**config.mk**
```make
export PLATFORM = sky130hd
export DESIGN_NAME = scu_store_cond
export DESIGN_NICKNAME = d
export VERILOG_FILES = /design/src/rtl/scu_pkg.sv /design/src/rtl/scu_store_cond.sv /design/src/rtl/scu_decode.sv /design/src/rtl/scu_link_monitor.sv
export VERILOG_INCLUDE_DIRS = /design/src /design/src/rtl
export SDC_FILE = /design/constraint.sdc
export NUM_CORES = 1
export LEC_CHECK = 0
export BUFFER_PORTS_ARGS = -buffer_cell sky130_fd_sc_hd__buf_4
export CORE_AREA = 5 5 294 296
export DETAILED_ROUTE_END_ITERATION = 12
export DIE_AREA = 0 0 299 301
export PLACE_DENSITY = 0.47
export SYNTH_ARGS = -nofsm -noshare
export SYNTH_HDL_FRONTEND = slang
export SYNTH_SLANG_ARGS = --single-unit
```
**constraint.sdc**
```tcl
create_clock -name core_clk_i -period 2.35 [get_ports core_clk_i]
set_input_delay 0 -clock core_clk_i [delete_from_list [all_inputs] [get_ports core_clk_i]]
set_output_delay 0 -clock core_clk_i [all_outputs]
set_load 0.05 [all_outputs]
```
**src/rtl/scu_map.svh**
```systemverilog
`ifndef SCU_MAP_SVH
`define SCU_MAP_SVH
// ----------------------------------------
// instruction encoding
// ----------------------------------------
`define SCU_MAJOR_OPC 6'h1f
`define SCU_FUNC_SC 6'h27
`define SCU_PAIR_ZERO 4'h0
`define SCU_OFFSET_LSB 7
`define SCU_OFFSET_MSB 15
// ----------------------------------------
// alignment
// ----------------------------------------
`define SCU_DWORD_ALIGN_BITS 3
`define SCU_QUAD_ALIGN_BITS 4
`define SCU_DWORD_BYTES 8
// ----------------------------------------
// cache attribute codes seen as uncached
// ----------------------------------------
`define SCU_CCA_UNCACHED 3'h2
`define SCU_CCA_UNCACHED_ACC 3'h7
// ----------------------------------------
// register offsets, fields and resets
// ----------------------------------------
`define SCU_CTRL_OFS 8'h00
`define SCU_STATUS_OFS 8'h04
`define SCU_LINK_LO_OFS 8'h08
`define SCU_LINK_HI_OFS 8'h0c
`define SCU_CTRL_UNC_LINK_BIT 0
`define SCU_CTRL_NO_PAIR_BIT 1
`define SCU_CTRL_RESET 2'h0
`define SCU_ST_LINK_BIT 0
`define SCU_ST_PAIR_BIT 1
`define SCU_ST_BUSY_BIT 2
`define SCU_ST_RESULT_BIT 3
`endif

```
**src/rtl/scu_pkg.sv**
```systemverilog
`default_nettype none
package scu_pkg;
  typedef enum logic [2:0] {
    SCU_EXC_NONE = 3'b000,
    SCU_EXC_TLB_REFILL = 3'b001,
    SCU_EXC_TLB_INVALID = 3'b010,
    SCU_EXC_TLB_MODIFIED = 3'b011,
    SCU_EXC_ADDR_ERR = 3'b100,
    SCU_EXC_RESV_INSTR = 3'b101,
    SCU_EXC_WATCH = 3'b110
  } scu_exc_t;
  typedef enum logic [2:0] {
    SCU_IDLE = 3'b000,
    SCU_XLATE = 3'b001,
    SCU_ST_LO = 3'b010,
    SCU_ST_HI = 3'b011,
    SCU_WBACK = 3'b100,
    SCU_EXC = 3'b101
  } scu_state_t;
  typedef enum logic [1:0] {
    SCU_OP_NONE = 2'b00,
    SCU_OP_DWORD = 2'b01,
    SCU_OP_PAIR = 2'b10,
    SCU_OP_RESV = 2'b11
  } scu_op_t;
endpackage
`default_nettype wire

```
**src/rtl/scu_store_cond.sv**
```systemverilog
// How it works
// - address is base plus sign-extended offset
// - doubleword misaligned low three bits raise address error
// - doubleword stored only if link set, result flag
// - paired form decoded from fixed opcode fields
// - high register upper, low register lower doubleword
// - paired form uses base register alone, no offset
// - two writes held locked as one quad-word
// - paired result one on success, zero on failure
// - outcome depends on link flag, address and whether an uncached access is allowed
// - paired address must match recorded link address
// - failure events apply to quad-word block for a paired link, doubleword block otherwise
// - own loads to block never break link
// - raises translation, address, reserved and watch exceptions
// - exception between link and store breaks link
// - cacheless build may drop the link address
// - paired form reserved when paired ops disabled
// - paired success needs flag and match; clears flag
// - exception return between link and store breaks link
//
// Local design decisions: the placing of the registers and the Wishbone register port.
`timescale 1ns/10ps
`default_nettype none
`include "scu_map.svh"
module scu_store_cond #(
  parameter int PA_W = 40,
  parameter bit HAS_LINK_ADDR = 1'b1
) (
  // clock and reset
  input wire logic core_clk_i,
  input wire logic srst_i,
  // pipeline issue
  input wire logic issue_valid_i,
  input wire logic [31:0] instr_i,
  input wire logic [63:0] base_val_i,
  input wire logic [63:0] src_lo_val_i,
  input wire logic [63:0] src_hi_val_i,
  output logic busy_o,
  // register write-back and exceptions
  output logic wb_valid_o,
  output logic [4:0] wb_idx_o,
  output logic [63:0] wb_data_o,
  output logic exc_valid_o,
  output scu_pkg::scu_exc_t exc_code_o,
  output logic [63:0] exc_vaddr_o,
  // address translation
  output logic xl_req_o,
  output logic [63:0] xl_vaddr_o,
  input wire logic xl_ack_i,
  input wire logic [PA_W-1:0] xl_paddr_i,
  input wire logic [2:0] xl_cca_i,
  input wire scu_pkg::scu_exc_t xl_exc_i,
  input wire logic xl_watch_i,
  // memory store port
  output logic mem_req_o,
  output logic [PA_W-1:0] mem_addr_o,
  output logic [63:0] mem_wdata_o,
  output logic [2:0] mem_cca_o,
  output logic mem_lock_o,
  input wire logic mem_ack_i,
  // link events
  input wire logic ll_set_i,
  input wire logic ll_pair_i,
  input wire logic [PA_W-1:0] ll_paddr_i,
  input wire logic remote_store_i,
  input wire logic [PA_W-1:0] remote_paddr_i,
  input wire logic exception_return_i,
  input wire logic exc_taken_i,
  // wishbone slave
  input wire logic wb_cyc_i,
  input wire logic wb_stb_i,
  input wire logic wb_we_i,
  input wire logic [7:0] wb_adr_i,
  input wire logic [3:0] wb_sel_i,
  input wire logic [31:0] wb_dat_i,
  output logic [31:0] wb_dat_o,
  output logic wb_ack_o
);

  // ----------------------------------------
  // state
  // ----------------------------------------
  scu_pkg::scu_state_t state_ff, nxt_state;
  scu_pkg::scu_exc_t exc_ff, nxt_exc;
  logic pair_ff, nxt_pair;
  logic [63:0] vaddr_ff, nxt_vaddr;
  logic [PA_W-1:0] maddr_ff, nxt_maddr;
  logic [63:0] wdata_ff, nxt_wdata;
  logic [63:0] hi_ff, nxt_hi;
  logic [2:0] cca_ff, nxt_cca;
  logic [4:0] idx_ff, nxt_idx;
  logic result_ff, nxt_result;
  logic [1:0] ctrl_ff;
  logic ack_ff;
  logic [31:0] rdata_ff;
  logic link_flag;
  logic link_pair;
  logic [PA_W-1:0] link_addr;
  scu_pkg::scu_op_t dec_op;
  logic [4:0] dec_lo;
  logic [63:0] dec_off;

  wire uncached_link_support = ctrl_ff[`SCU_CTRL_UNC_LINK_BIT];
  wire no_paired_ops = ctrl_ff[`SCU_CTRL_NO_PAIR_BIT];

  // ----------------------------------------
  // decode and address
  // ----------------------------------------
  scu_decode u_dec (
    .instr_i(instr_i),
    .no_paired_ops_i(no_paired_ops),
    .op_o(dec_op),
    .lo_idx_o(dec_lo),
    .hi_idx_o(),
    .offset_o(dec_off)
  );

  wire in_idle = state_ff == scu_pkg::SCU_IDLE;
  wire take = in_idle && issue_valid_i && (dec_op != scu_pkg::SCU_OP_NONE);
  wire is_pair = dec_op == scu_pkg::SCU_OP_PAIR;
  wire is_resv = dec_op == scu_pkg::SCU_OP_RESV;
  wire [63:0] ea = is_pair ? base_val_i : base_val_i + dec_off;
  wire dw_misal = ea[`SCU_DWORD_ALIGN_BITS-1:0] != '0;
  wire qw_misal = ea[`SCU_QUAD_ALIGN_BITS-1:0] != '0;
  wire misal = is_pair ? qw_misal : dw_misal;

  // ----------------------------------------
  // success decision at translation answer
  // ----------------------------------------
  wire uncached = (xl_cca_i == `SCU_CCA_UNCACHED) || (xl_cca_i == `SCU_CCA_UNCACHED_ACC);
  // uncached access without support is unpredictable; it is made to fail safely
  wire cca_ok = !uncached || uncached_link_support;
  wire addr_match = !HAS_LINK_ADDR || (xl_paddr_i == link_addr);
  wire pair_ok = link_flag && link_pair && addr_match;
  wire can_store = cca_ok && (pair_ff ? pair_ok : link_flag);
  wire xl_fault = (xl_exc_i != scu_pkg::SCU_EXC_NONE) || xl_watch_i;
  wire [PA_W-1:0] next_dw = maddr_ff + PA_W'(`SCU_DWORD_BYTES);

  // ----------------------------------------
  // sequencer
  // ----------------------------------------
  always_comb begin
    nxt_state = state_ff;
    nxt_exc = exc_ff;
    nxt_pair = pair_ff;
    nxt_vaddr = vaddr_ff;
    nxt_maddr = maddr_ff;
    nxt_wdata = wdata_ff;
    nxt_hi = hi_ff;
    nxt_cca = cca_ff;
    nxt_idx = idx_ff;
    nxt_result = result_ff;
    case (state_ff)
      scu_pkg::SCU_IDLE: begin
        if (take) begin
          nxt_pair = is_pair;
          nxt_vaddr = ea;
          nxt_idx = dec_lo;
          nxt_wdata = src_lo_val_i;
          nxt_hi = src_hi_val_i;
          if (is_resv) begin
            nxt_exc = scu_pkg::SCU_EXC_RESV_INSTR;
            nxt_state = scu_pkg::SCU_EXC;
          end else if (misal) begin
            nxt_exc = scu_pkg::SCU_EXC_ADDR_ERR;
            nxt_state = scu_pkg::SCU_EXC;
          end else begin
            nxt_state = scu_pkg::SCU_XLATE;
          end
        end
      end
      scu_pkg::SCU_XLATE: begin
        if (xl_ack_i) begin
          nxt_maddr = xl_paddr_i;
          nxt_cca = xl_cca_i;
          if (xl_exc_i != scu_pkg::SCU_EXC_NONE) begin
            nxt_exc = xl_exc_i;
            nxt_state = scu_pkg::SCU_EXC;
          end else if (xl_watch_i) begin
            nxt_exc = scu_pkg::SCU_EXC_WATCH;
            nxt_state = scu_pkg::SCU_EXC;
          end else if (can_store) begin
            nxt_state = scu_pkg::SCU_ST_LO;
          end else begin
            nxt_result = 1'b0;
            nxt_state = scu_pkg::SCU_WBACK;
          end
        end
      end
      scu_pkg::SCU_ST_LO: begin
        if (mem_ack_i) begin
          if (pair_ff) begin
            nxt_maddr = next_dw;
            nxt_wdata = hi_ff;
            nxt_state = scu_pkg::SCU_ST_HI;
          end else begin
            nxt_result = 1'b1;
            nxt_state = scu_pkg::SCU_WBACK;
          end
        end
      end
      scu_pkg::SCU_ST_HI: begin
        if (mem_ack_i) begin
          nxt_result = 1'b1;
          nxt_state = scu_pkg::SCU_WBACK;
        end
      end
      scu_pkg::SCU_WBACK: nxt_state = scu_pkg::SCU_IDLE;
      scu_pkg::SCU_EXC: nxt_state = scu_pkg::SCU_IDLE;
      default: nxt_state = scu_pkg::SCU_IDLE;
    endcase
  end

  always_ff @(posedge core_clk_i) begin
    if (srst_i) begin
      state_ff <= scu_pkg::SCU_IDLE;
      exc_ff <= scu_pkg::SCU_EXC_NONE;
      pair_ff <= 1'b0;
      vaddr_ff <= '0;
      maddr_ff <= '0;
      wdata_ff <= '0;
      hi_ff <= '0;
      cca_ff <= '0;
      idx_ff <= '0;
      result_ff <= 1'b0;
    end else begin
      state_ff <= nxt_state;
      exc_ff <= nxt_exc;
      pair_ff <= nxt_pair;
      vaddr_ff <= nxt_vaddr;
      maddr_ff <= nxt_maddr;
      wdata_ff <= nxt_wdata;
      hi_ff <= nxt_hi;
      cca_ff <= nxt_cca;
      idx_ff <= nxt_idx;
      result_ff <= nxt_result;
    end
  end

  // ----------------------------------------
  // outputs
  // ----------------------------------------
  wire storing = (state_ff == scu_pkg::SCU_ST_LO) || (state_ff == scu_pkg::SCU_ST_HI);
  assign busy_o = !in_idle;
  assign xl_req_o = state_ff == scu_pkg::SCU_XLATE;
  assign xl_vaddr_o = vaddr_ff;
  assign mem_req_o = storing;
  assign mem_addr_o = maddr_ff;
  assign mem_wdata_o = wdata_ff;
  assign mem_cca_o = cca_ff;
  // lock spans both halves so no observer sees half a quad-word
  assign mem_lock_o = storing && pair_ff;
  assign wb_valid_o = state_ff == scu_pkg::SCU_WBACK;
  assign wb_idx_o = idx_ff;
  assign wb_data_o = {63'h0, result_ff};
  assign exc_valid_o = state_ff == scu_pkg::SCU_EXC;
  assign exc_code_o = exc_ff;
  assign exc_vaddr_o = vaddr_ff;

  // ----------------------------------------
  // link monitor
  // ----------------------------------------
  wire sc_done = wb_valid_o && pair_ff;
  scu_link_monitor #(
    .PA_W(PA_W),
    .HAS_LINK_ADDR(HAS_LINK_ADDR)
  ) u_mon (
    .core_clk_i(core_clk_i),
    .srst_i(srst_i),
    .ll_set_i(ll_set_i),
    .ll_pair_i(ll_pair_i),
    .ll_paddr_i(ll_paddr_i),
    .remote_store_i(remote_store_i),
    .remote_paddr_i(remote_paddr_i),
    .exception_return_i(exception_return_i),
    .exc_i(exc_taken_i || exc_valid_o),
    .sc_done_i(sc_done),
    .link_flag_o(link_flag),
    .link_pair_o(link_pair),
    .link_addr_o(link_addr)
  );

  // ----------------------------------------
  // wishbone registers
  // ----------------------------------------
  wire wb_req = wb_cyc_i && wb_stb_i && !ack_ff;
  wire sel_ctrl = wb_adr_i == `SCU_CTRL_OFS;
  wire sel_status = wb_adr_i == `SCU_STATUS_OFS;
  wire sel_lo = wb_adr_i == `SCU_LINK_LO_OFS;
  wire sel_hi = wb_adr_i == `SCU_LINK_HI_OFS;
  wire [63:0] link_wide = 64'(link_addr);
  wire [31:0] status_word = {28'h0, result_ff, busy_o, link_pair, link_flag};
  wire [31:0] rd_mux = sel_ctrl ? {30'h0, ctrl_ff} :
                       sel_status ? status_word :
                       sel_lo ? link_wide[31:0] :
                       sel_hi ? link_wide[63:32] : 32'h0;
  wire ctrl_wr = wb_req && wb_we_i && sel_ctrl && wb_sel_i[0];

  always_ff @(posedge core_clk_i) begin
    if (srst_i) begin
      ctrl_ff <= `SCU_CTRL_RESET;
      ack_ff <= 1'b0;
      rdata_ff <= '0;
    end else begin
      ack_ff <= wb_req;
      if (wb_req) begin
        rdata_ff <= rd_mux;
      end
      if (ctrl_wr) begin
        ctrl_ff <= wb_dat_i[1:0];
      end
    end
  end
  assign wb_ack_o = ack_ff;
  assign wb_dat_o = rdata_ff;
endmodule
`default_nettype wire

```
**src/rtl/scu_decode.sv**
```systemverilog
`timescale 1ns/10ps
`default_nettype none
`include "scu_map.svh"
module scu_decode (
  // instruction word
  input wire logic [31:0] instr_i,
  input wire logic no_paired_ops_i,
  // decoded fields
  output scu_pkg::scu_op_t op_o,
  output logic [4:0] lo_idx_o,
  output logic [4:0] hi_idx_o,
  output logic [63:0] offset_o
);
  wire is_family = (instr_i[31:26] == `SCU_MAJOR_OPC) && (instr_i[5:0] == `SCU_FUNC_SC);
  wire is_dword = is_family && !instr_i[6];
  wire pair_form = is_family && instr_i[6];
  // a paired encoding with dirty spare bits or paired ops switched off is reserved
  wire pair_ok = pair_form && (instr_i[10:7] == `SCU_PAIR_ZERO) && !no_paired_ops_i;
  wire [8:0] off9 = instr_i[`SCU_OFFSET_MSB:`SCU_OFFSET_LSB];
  assign op_o = is_dword ? scu_pkg::SCU_OP_DWORD :
                pair_ok ? scu_pkg::SCU_OP_PAIR :
                pair_form ? scu_pkg::SCU_OP_RESV : scu_pkg::SCU_OP_NONE;
  assign lo_idx_o = instr_i[20:16];
  assign hi_idx_o = instr_i[15:11];
  assign offset_o = {{55{off9[8]}}, off9};
endmodule
`default_nettype wire

```
**src/rtl/scu_link_monitor.sv**
```systemverilog
`timescale 1ns/10ps
`default_nettype none
module scu_link_monitor #(
  parameter int PA_W = 40,
  parameter bit HAS_LINK_ADDR = 1'b1
) (
  // clock and reset
  input wire logic core_clk_i,
  input wire logic srst_i,
  // load-linked capture
  input wire logic ll_set_i,
  input wire logic ll_pair_i,
  input wire logic [PA_W-1:0] ll_paddr_i,
  // breaking events
  input wire logic remote_store_i,
  input wire logic [PA_W-1:0] remote_paddr_i,
  input wire logic exception_return_i,
  input wire logic exc_i,
  input wire logic sc_done_i,
  // link state
  output logic link_flag_o,
  output logic link_pair_o,
  output logic [PA_W-1:0] link_addr_o
);
  logic link_flag_ff;
  logic link_pair_ff;
  logic [PA_W-1:0] link_addr_ff;
  // block is a quad-word for a paired link, a doubleword otherwise
  wire quad_hit = remote_paddr_i[PA_W-1:4] == link_addr_ff[PA_W-1:4];
  wire dword_hit = remote_paddr_i[PA_W-1:3] == link_addr_ff[PA_W-1:3];
  // cacheless build keeps no address: any remote store breaks the link
  wire block_hit = !HAS_LINK_ADDR || (link_pair_ff ? quad_hit : dword_hit);
  // local loads have no path in here, so they never break the link
  wire breaks = (remote_store_i && block_hit) || exception_return_i || exc_i || sc_done_i;
  always_ff @(posedge core_clk_i) begin
    if (srst_i) begin
      link_flag_ff <= 1'b0;
      link_pair_ff <= 1'b0;
      link_addr_ff <= '0;
    end else if (ll_set_i) begin
      link_flag_ff <= 1'b1;
      link_pair_ff <= ll_pair_i;
      link_addr_ff <= HAS_LINK_ADDR ? ll_paddr_i : '0;
    end else if (breaks) begin
      link_flag_ff <= 1'b0;
    end
  end
  assign link_flag_o = link_flag_ff;
  assign link_pair_o = link_pair_ff;
  assign link_addr_o = link_addr_ff;
endmodule
`default_nettype wire

```
## After elaboration in Yosys (flattened, before gate mapping)

Cells that the tools add are included.

- Input port bits: 408
- Register bits after elaboration: 325
- Logic and storage cells: 142
- Output and inout port bits: 346

- Mux-type cells: 47
- Add/sub/neg operators: 2
- Reduce and logical (&&, ||, !) cells: 49
- Eq/ne operators: 28

Operators with widths:

| operator | count |
|---|---|
| $mux W64 | 4 |
| $pmux W64 S2 | 1 |
| $mux W40 | 3 |
| $mux W32 | 3 |
| $pmux W40 S2 | 1 |
| $add A64 B64 Y64 | 1 |
| $mux W3 | 16 |
| $add A40 B4 Y40 const B | 1 |
| $eq A40 B40 Y1 | 1 |
| $eq A37 B37 Y1 | 1 |
| $eq A36 B36 Y1 | 1 |
| $logic_and A1 B1 Y1 | 18 |
| $eq A8 B4 Y1 const B | 2 |
| $ne A2 B2 Y1 const B | 7 |
| $mux W1 | 12 |
| $pmux W3 S4 | 1 |
| $reduce_and A4 Y1 | 3 |
| $reduce_bool A2 Y1 | 5 |
| $eq A3 B2 Y1 const B | 3 |
| $eq A3 B3 Y1 const B | 3 |
| $reduce_bool A3 Y1 | 3 |
| $eq A8 B3 Y1 const B | 1 |
| $logic_not A8 Y1 | 1 |
| $mux W8 | 1 |
| other kinds (17) | 33 |

## Logic depth before layout (Yosys ltp)

Gate-level depths: netlist of run 1.

- Word-level depth: 15
- Depth in mapped cells: 13
- Depth with buffers taken out: 13

## Modules after synthesis

A second synthesis of run 1 with hierarchy kept.

- Cells, all modules: 2556
- Area total of the unflattened synthesis: 19545.0 um^2

By module, submodules not included:

| module | area an instance (um^2) | seq. area each (um^2) | cells an instance | times used |
|---|---|---|---|---|
| scu_store_cond | 17043.8 | 5665.4 | 2285 | 1 |
| scu_link_monitor | 1889.3 | 840.8 | 188 | 1 |
| scu_decode | 611.8 | 0.0 | 83 | 1 |

## Worst setup path after synthesis of run 1

No wires, ideal clock.

- Path kind: in2reg
- From: in instr_i[7]
- To: reg vaddr_ff[44] (netlist: exc_vaddr_o[44])
- Stages on the path: 12
- Library setup time: 0.115 ns
- Setup slack: -0.195 ns
- Required time: 2.235 ns
- Buffers on the path: 0
- Data arrival time: 2.431 ns
- Path through: ha_1 > inv_1 > fa_1 > nor2b_1 > o2111ai_1 > a211oi_1 > nor2_1 > o31a_1 > o21ai_2 > a31oi_1 > xor2_1 > a2111oi_0

- Longest elaborated chain between the ends: 8
- Elaborated cells on any way between the ends: 11
- Classes of those cells: add/sub (1); eq/ne (1); mux (3); reduce/logical (6)

Ends and longest elaborated chain:

| what | line | source |
|---|---|---|
| start: declaration | scu_store_cond.sv:34 | `input wire logic [31:0] instr_i,` |
| branches (longest 8 deep; another with $add A64 B64 Y64) | - |  |
| end signal: assignment | scu_store_cond.sv:230 | `vaddr_ff <= nxt_vaddr;` |
| end: declaration | scu_store_cond.sv:86 | `logic [63:0] vaddr_ff, nxt_vaddr;` |

Several ways; the timed one is not identified.
A chain may end at the register's enable or synchronous reset.

## Worst setup path in the final report of run 1

- From: in base_val_i[42]
- To: reg vaddr_ff[51] (netlist: exc_vaddr_o[51])

- Longest elaborated chain between the ends: 2

Ends and longest elaborated chain:

| what | line | source |
|---|---|---|
| start: declaration | scu_store_cond.sv:35 | `input wire logic [63:0] base_val_i,` |
| $add A64 B64 Y64 | scu_store_cond.sv:122 | `wire [63:0] ea = is_pair ? base_val_i : base_val_i + dec_off;` |
| $mux W64 | scu_store_cond.sv:122 |  |

No other way between the ends.

==> results of run 1 <==
metrics by stage:
stage	power (mW)	setup slack (ns)
2_1_floorplan	7.33	-0.0598
3_3_place_gp	8.88	-0.732
3_5_place_dp	8.86	-0.792
4_1_cts	16.1	-0.0634
5_1_grt	16.7	-0.0447
6_report	16.0	0.0708
placed cells by master, fill, tap and decap left out, drive strengths merged, types with 40 or more instances in the layout:
cell	Yosys	layout
a22oi	43	43
nand3	53	53
xor2	85	85
nand2	455	455
nor2	310	310
conb	1	63
nand4	40	40
buf	149	998
dlygate4sd3	0	311
a311oi	91	91
a21oi	229	229
dfxtp	325	325
o21ai	87	87
mux2i	55	55
clkbuf	150	58
ha	64	64
power by group:
group	switching (mW)	internal (mW)	leakage, nW
registers	0.0539	5.55	2.63
clock network	2.80	3.90	0.691
logic	1.82	1.89	10.6
what timing repair did:
action,in CTS,in global routing
hold buffers,310,1
gates cloned,0,1
buffers inserted,0,7
resized for setup,20,86
hold endpoints to repair,298,2
pin swaps,10,29
setup endpoints to repair,14,41
critical path: cells and delay by family:
family | cells | cell delay (ns)
compound gates | 6 | 1.20
buf+inv | 3 | 0.86
simple gates | 2 | 0.36
fa+ha+maj | 1 | 0.29
kinds of logic (layout without fill, tap and decap cells):
family	Yosys count	count (layout)	synth area share, %
simple gates	1020	1020	22.8
compound gates	630	630	21.4
flops	325	325	33.6
buf+inv	324	1412	8.84
xor+xnor	124	124	5.61
fa+ha+maj	65	65	4.24
mux	63	63	3.45
other cells	1	67	0.0194
layer usage:
metal / wire [um] / vias to the layer above
met2: 45600 / 610
met4: 2380 / 0
met3: 5390 / 114
li1: - / 11100
met1: 39800 / 10500
met5: 0 / -
registers in the layout (all words and copies together) (netlist names), 5 cells and up:
signal,flops
exc_vaddr_o,64
hi_ff,64
mem_wdata_o,64
mem_addr_o,40
u_mon.link_addr_o,40
wb_dat_o,32
wb_idx_o,5
path summary, 6_finish.rpt:
check	start	endpoint	slack [ns]	cells after the start
setup / recovery	base_val_i[42]	exc_vaddr_o[51]$_SDFFE_PP0P_	0.07	12
hold / removal	base_val_i[24]	exc_vaddr_o[24]$_SDFFE_PP0P_	-0.27	3
setup reg to reg	u_mon.link_addr_o[20]$_SDFFE_PP0P_	u_mon.link_flag_o$_SDFFE_PP0P_	0.09	8
hold reg to reg	hi_ff[19]$_SDFFE_PP0P_	hi_ff[19]$_SDFFE_PP0P_	0.45	2
area by class of cell:
type	count	share of cell area, %
clock inverters	20	0.670
inverters	25	0.302
well taps	1080	4.18
flip-flops and latches	325	20.2
clock buffers	57	3.68
multi-input cells	1965	37.2
repair buffers	1310	33.8
diodes	4	0.0310
==> impl_results.md, run 1 <==
- Failing checks: hold timing
- CTS tree: done
- Std-Cell Rows: 106
- Ys flop type: sky130_fd_sc_hd__dfxtp_1
- Clock-pin slew on the worst setup and hold paths: 0.06 ns
- Largest net degree at the start of global routing: 142
- Area share of the leading cell type in the synthesized netlist: 33.6%
- Combined area of the multi-input logic cells: 12,000 um2
- Average via count per standard cell: 4.67
- Area added between synthesis and finish: 66.9%
- Tmin final: 2.28 ns
- Share of the clock period used by the worst path after layout: 97.0%
- Worst Setup End Kind: flip-flop
- Worst IR drop on VDD: 427 uV
- Sum of negative setup slack: 0 ns
- Highest cell delay on the worst timing path: 0.55 ns
- Worst slack on hold paths: -0.266 ns
- Most numerous cell types in the synthesized netlist: 455 x sky130_fd_sc_hd__nand2_1, 325 x sky130_fd_sc_hd__dfxtp_1, 310 x sky130_fd_sc_hd__nor2_1, 228 x sky130_fd_sc_hd__a21oi_1, 150 x sky130_fd_sc_hd__clkbuf_1
- Core area: 83,300 um2
- Fraction of layout instances using a drive strength above 1: 32.7%
- DRC violation count after routing: 0
- Global Route met2 Usage: 33.6%
- Post-synth cell types: 86
- Design Area, Final: 32,300 um2
- Slew margin rel.: 46.9%
- Final HPWL DP: 70,800 um
- Initial core utilization: 23.2%
- Worst endpoint required time: 2.78 ns
- Share of synthesized registers carrying an async set or reset: 0%
- Number of nets with antenna violations after detailed routing: 0
- Leftover overflow at the end of global routing: 0
- Fraction of met1 tracks used by global routing: 24.2%
- Average wire per cell in the routed design: 19.5 um
- Yosys warning total: 0
- Class of the tightest hold or removal check: primary input to flip-flop
- Pwr Density: 496 nW/um2
- Count of boundary I/O pins: 754
- Number of buffers created by CTS: 42
- Cell type of the slowest stage on the worst timing path: sky130_fd_sc_hd__dlygate4sd3_1
- Vias: 22,400
- # clock sinks: 325
- Routability Congestion: 0.868
- Fillers: 8,695
- Number of register bits inferred by synthesis: 325
- Port-buffer cells: 649
- Die outline height: 301 um
- Post-placement cell count: 4,387
- Library cell with the largest summed area after synthesis: sky130_fd_sc_hd__dfxtp_1
- Antenna violations before repair: 5
- Result of the run: finished with violations
- Top cells by area, synth: sky130_fd_sc_hd__dfxtp_1 34%, sky130_fd_sc_hd__nand2_1 8.8%, sky130_fd_sc_hd__nor2_1 6.0%
- Count of nets after finishing: 4,142
- Transition at the pin with the smallest max-transition slack: 0.796 ns
- Critical Path Start Type: primary input
- Number of global-route vias before repair: 22,500
- Global routing met3 resource utilization: 4.28%
- Unrepaired setup endpoints after global routing: true
- CTS Root Cell: sky130_fd_sc_hd__clkbuf_16
- Gate count of the mapped netlist: 2,552
- Layer with the highest usage: met2
- Initial detailed-routing violation count: 1,297
- Count of pins over their slew limit: 0
- Area of the mapped netlist: 19,400 um2
- Sequential cell area: 6530 um2
- Clock latency on the worst-skew pair: 0.59 ns
- Category of the most critical setup path: primary input to flip-flop
- Sequential area share after synthesis: 33.6%
- Number of synthesized flops with an enable pin: 0
- Chip width: 299 um
- MaxCap Viol Count: 0
- Maximum net fanout on the critical path: 6
- GRT Resource Usage Total: 19.4%
- Number of standard cells in the final layout excluding fillers: 4,786
- Clock skew after layout: 0.0255 ns
- Final-report hold violation count: 2
- Maximum clock frequency: 0.439 GHz
- Series of cell instances along the critical path: dlygate4sd3_1, buf_4, ha_1, and3_4, and3_1, a211o_1, a221o_1, a41oi_4, buf_12, o21ai_0, a21oi_1, a21oi_1
- Leakage: 13.9 nW
- Iteration count of the initial detailed-routing pass: 4
- Arrival time at the worst endpoint: 2.71 ns
- Library cell with the highest instance count after synthesis: sky130_fd_sc_hd__nand2_1
- Setup-failing EPs final: 0
- Die area: 90,000 um2
- Post-synthesis area per instance: 7.58 um2
- Utilization of the core after routing: 38.8%
- Aggregate routed wire length: 93,200 um
- Area after detailed placement: 27,200 um2
- Number of buffers on the longest clock path: 3
- # H-tree levels: 2
- Global-route wire length before repair: 137,000 um
- Most frequent CP cell: sky130_fd_sc_hd__a21oi_1
(Power assumes the default switching activity.)
==> inputs of run 2 (changes only) <==
CELL_PAD_IN_SITES_DETAIL_PLACEMENT = 1   (was default)
CELL_PAD_IN_SITES_GLOBAL_PLACEMENT = 1   (was default)
CORE_AREA = 5 5 293 295   (was 5 5 294 296)
DIE_AREA = 0 0 298 300   (was 0 0 299 301)
PLACE_DENSITY = 0.62   (was 0.47)
SYNTH_HIERARCHICAL = 1   (was default)
==> run 2 against run 1 <==
- the flow finishes with violations (setup timing)
- critical path depth decreased by 1
- combinational power increased by 7.5%
- non-clock buffer count increased by 133
- area after synthesis increased by 0.78%
- fmax decreased by 5.7%
- critical path type is now flip-flop to flip-flop
- largest cell class unchanged
==> impl_results.md, run 2 <==
- Worst Setup End Kind: flip-flop (unchanged)
- Failing checks: setup timing (was hold timing)
- Worst endpoint required time: 2.85 ns (was 2.78 ns)
- Reg2Reg Capture Point: state_ff[1]$_SDFFE_PP0P_ (was u_mon.link_flag_o$_SDFFE_PP0P_)
- Cells on Worst Hold Path: 6 (was 3)
- Area of the mapped netlist: 19,500 um2 (was 19,400 um2)
- Antenna violations before repair: 14 (was 5)
- Arrival time at the worst endpoint: 2.91 ns (was 2.71 ns)
- Average wire per cell in the routed design: 21.2 um (was 19.5 um)
- Category of the most critical setup path: flip-flop to flip-flop (was primary input to flip-flop)
- R2r setup slk: -0.07 ns (was 0.09 ns)
- Std-Cell Rows: 106 (unchanged)
- # H-tree levels: 2 (unchanged)
- Leading cell types in the layout, fill and taps excluded: 1,043 x sky130_fd_sc_hd__buf_4, 437 x sky130_fd_sc_hd__nand2_1, 349 x sky130_fd_sc_hd__dlygate4sd3_1 (was 972 x sky130_fd_sc_hd__buf_4, 451 x sky130_fd_sc_hd__nand2_1, 311 x sky130_fd_sc_hd__dlygate4sd3_1)
- Post-synthesis area per instance: 7.65 um2 (was 7.58 um2)
- Initial detailed-routing violation count: 1,134 (was 1,297)
- Maximum clock frequency: 0.414 GHz (was 0.439 GHz)
- Utilization of the core after routing: 41.0% (was 38.8%)
- Count of buffering cells on the critical path with inverters included: 1 (was 3)
- Port-buffer cells: 649 (unchanged)
- Leading cell type in the layout, fill and taps excluded: sky130_fd_sc_hd__buf_4 (unchanged)
- Area added between synthesis and finish: 74.3% (was 66.9%)
- Gate count of the mapped netlist: 2,551 (was 2,552)
- Final HPWL DP: 74,400 um (was 70,800 um)
- Highest cell delay on the worst timing path: 0.38 ns (was 0.55 ns)
- Share of the clock period used by the worst path after layout: 103% (was 97.0%)
- Largest net degree at the start of global routing: 75 (was 142)
- Clock latency on the worst-skew pair: 0.58 ns (was 0.59 ns)
- Result of the run: finished with violations (unchanged)
- GRT Resource Usage Total: 21.1% (was 19.4%)
- Slew margin rel.: 47.8% (was 46.9%)
- Worst setup margin: -0.0669 ns (was 0.0708 ns)
- Aggregate routed wire length: 103,000 um (was 93,200 um)
- Yosys warning total: 6 (was 0)
- Cell type of the slowest stage on the worst timing path: sky130_fd_sc_hd__or3_4 (was sky130_fd_sc_hd__dlygate4sd3_1)
- Series of cell instances along the critical path: xor2_1, nor4_2, buf_4, nand3_4, o31ai_4, nand3_2, or3_4, mux2_4, nor2_4, a21oi_2, nor2_1 (was dlygate4sd3_1, buf_4, ha_1, and3_4, and3_1, a211o_1, a221o_1, a41oi_4, buf_12, o21ai_0, a21oi_1, a21oi_1)
- # clock sinks: 325 (unchanged)
- Number of logic stages on the critical path including buffering: 11 (was 12)
- Maximum net fanout on the critical path: 2 (was 6)
- CTS Root Cell: sky130_fd_sc_hd__clkbuf_16 (unchanged)
- Clock skew after layout: 0.0153 ns (was 0.0255 ns)
- Post-placement cell count: 4,382 (was 4,387)
- Chip width: 298 um (was 299 um)
- Number of standard cells in the final layout excluding fillers: 4,859 (was 4,786)
- Worst slack on hold paths: 0.0397 ns (was -0.266 ns)
- Count of pins over their slew limit: 0 (unchanged)
- Worst Hold Path EP: exc_vaddr_o[15]$_SDFFE_PP0P_ (was exc_vaddr_o[24]$_SDFFE_PP0P_)
- Global-route wire length before repair: 149,000 um (was 137,000 um)
- Transition at the pin with the smallest max-transition slack: 0.782 ns (was 0.796 ns)
- Worst IR drop on VDD: 427 uV (about the same)
- Number of global-route vias before repair: 24,800 (was 22,500)
- Clock-pin slew on the worst setup and hold paths: 0.06 ns (about the same)
- Initial core utilization: 23.5% (was 23.2%)
- Core area: 82,900 um2 (was 83,300 um2)
- Tmin final: 2.42 ns (was 2.28 ns)
- Count of boundary I/O pins: 754 (unchanged)
- Count of nets after finishing: 4,208 (was 4,142)
- Delay-heaviest family, CP: simple AND/OR/NAND/NOR gates (was compound AO/OA/AOI/OAI gates)
- Unrepaired setup endpoints after global routing: true (unchanged)
- Average via count per standard cell: 4.83 (was 4.67)
- Leftover overflow at the end of global routing: 0 (unchanged)
- DRC violation count after routing: 0 (unchanged)
- R2R cell count: 11 (was 8)
- Setup-failing EPs final: 8 (was 0)
- CTS tree: done (unchanged)
- Die area: 89,400 um2 (was 90,000 um2)
- MaxCap Viol Count: 0 (unchanged)
- Final-report hold violation count: 0 (was 2)
- Routability Congestion: 0.883 (was 0.868)
- FF-to-FF Start: u_mon/link_addr_o[8]$_SDFFE_PP0P_ (was u_mon.link_addr_o[20]$_SDFFE_PP0P_)
- Vias: 23,500 (was 22,400)
- Leakage: 14.6 nW (was 13.9 nW)
- Number of buffers created by CTS: 43 (was 42)
- Number of buffers on the longest clock path: 3 (unchanged)
- Overall power after layout: 16.5 mW (was 16.0 mW)
- Iteration count of the initial detailed-routing pass: 5 (was 4)
- Number of nets with antenna violations after detailed routing: 0 (unchanged)
- Class of the tightest hold or removal check: primary input to flip-flop (unchanged)
- Critical Path Start Type: flip-flop (was primary input)
- Launch instance of the worst min-delay path: base_val_i[15] (was base_val_i[24])
- Pwr Density: 485 nW/um2 (was 496 nW/um2)
- Fraction of layout instances using a drive strength above 1: 37.1% (was 32.7%)
- Die outline height: 300 um (was 301 um)
==> run 2: repair_timing <==
item / CTS / global route
endpoints found under the hold margin: 305 / 2
hold buffers: 349 / 2
setup buffers: 6 / 25
gates resized for setup: 26 / 187
pin swaps: 14 / 74
setup endpoints to repair: 26 / 88
gates cloned: 0 / 9
==> run 2: worst max path at each step <==
stage,startpoint,endpoint,slack [ns]
6_report,u_mon/link_addr_o[8]$_SDFFE_PP0P_,state_ff[1]$_SDFFE_PP0P_,-0.07
4_1_cts,u_mon/link_addr_o[8]$_SDFFE_PP0P_,state_ff[1]$_SDFFE_PP0P_,-0.09
2_1_floorplan,instr_i[7],exc_vaddr_o[52]$_SDFFE_PP0P_,-0.48
3_3_place_gp,instr_i[15],exc_vaddr_o[60]$_SDFFE_PP0P_,-0.76
5_1_grt,u_mon/link_addr_o[37]$_SDFFE_PP0P_,state_ff[1]$_SDFFE_PP0P_,-0.19
3_5_place_dp,instr_i[7],exc_vaddr_o[62]$_SDFFE_PP0P_,-0.78
==> run 2: layer usage <==
layer  track usage (%)  wire length [um]
met5                 0                49
met4              7.18              3920
met3              4.08              5320
met2              37.4             51400
met1              25.6             42500
==> run 2: area by class of cell <==
type	count	area (um2)
Fill cell	9826	48900
Multi-Input combinational cell	1904	12300
Timing Repair Buffer	1443	12200
Sequential cell	325	6590
Tap cell	1080	1350
Clock buffer	61	1260
Clock inverter	16	211
Inverter	18	67.6
Antenna cell	12	30.0
==> run 2: report_power, final <==
group          leakage (nW)  switching (mW)  total (mW)  internal [mW]
Combinational          11.3            1.96        3.99           2.03
Sequential             2.65          0.0483        5.58           5.53
Clock                 0.714            2.83        6.91           4.09
Total                  14.6            4.84        16.5           11.6
==> run 2: worst min-delay path, stage by stage <==
cell and delay [ns]:
sky130_fd_sc_hd__buf_4 0.10, sky130_fd_sc_hd__ha_4 0.14, sky130_fd_sc_hd__buf_4 0.10, sky130_fd_sc_hd__xor2_1 0.06, sky130_fd_sc_hd__nand2_1 0.07, sky130_fd_sc_hd__a311oi_1 0.08
==> run 2: metrics by stage <==
step                worst slack, ns  instance area [um2]  TNS, ns
finish                      -0.0669                34000   -0.240
global route                 -0.192                34000    -4.32
CTS                         -0.0906                32700   -0.106
detailed placement           -0.783                27600   -29.01
global placement             -0.763                27600   -26.78
floorplan                    -0.480                20200    -4.00
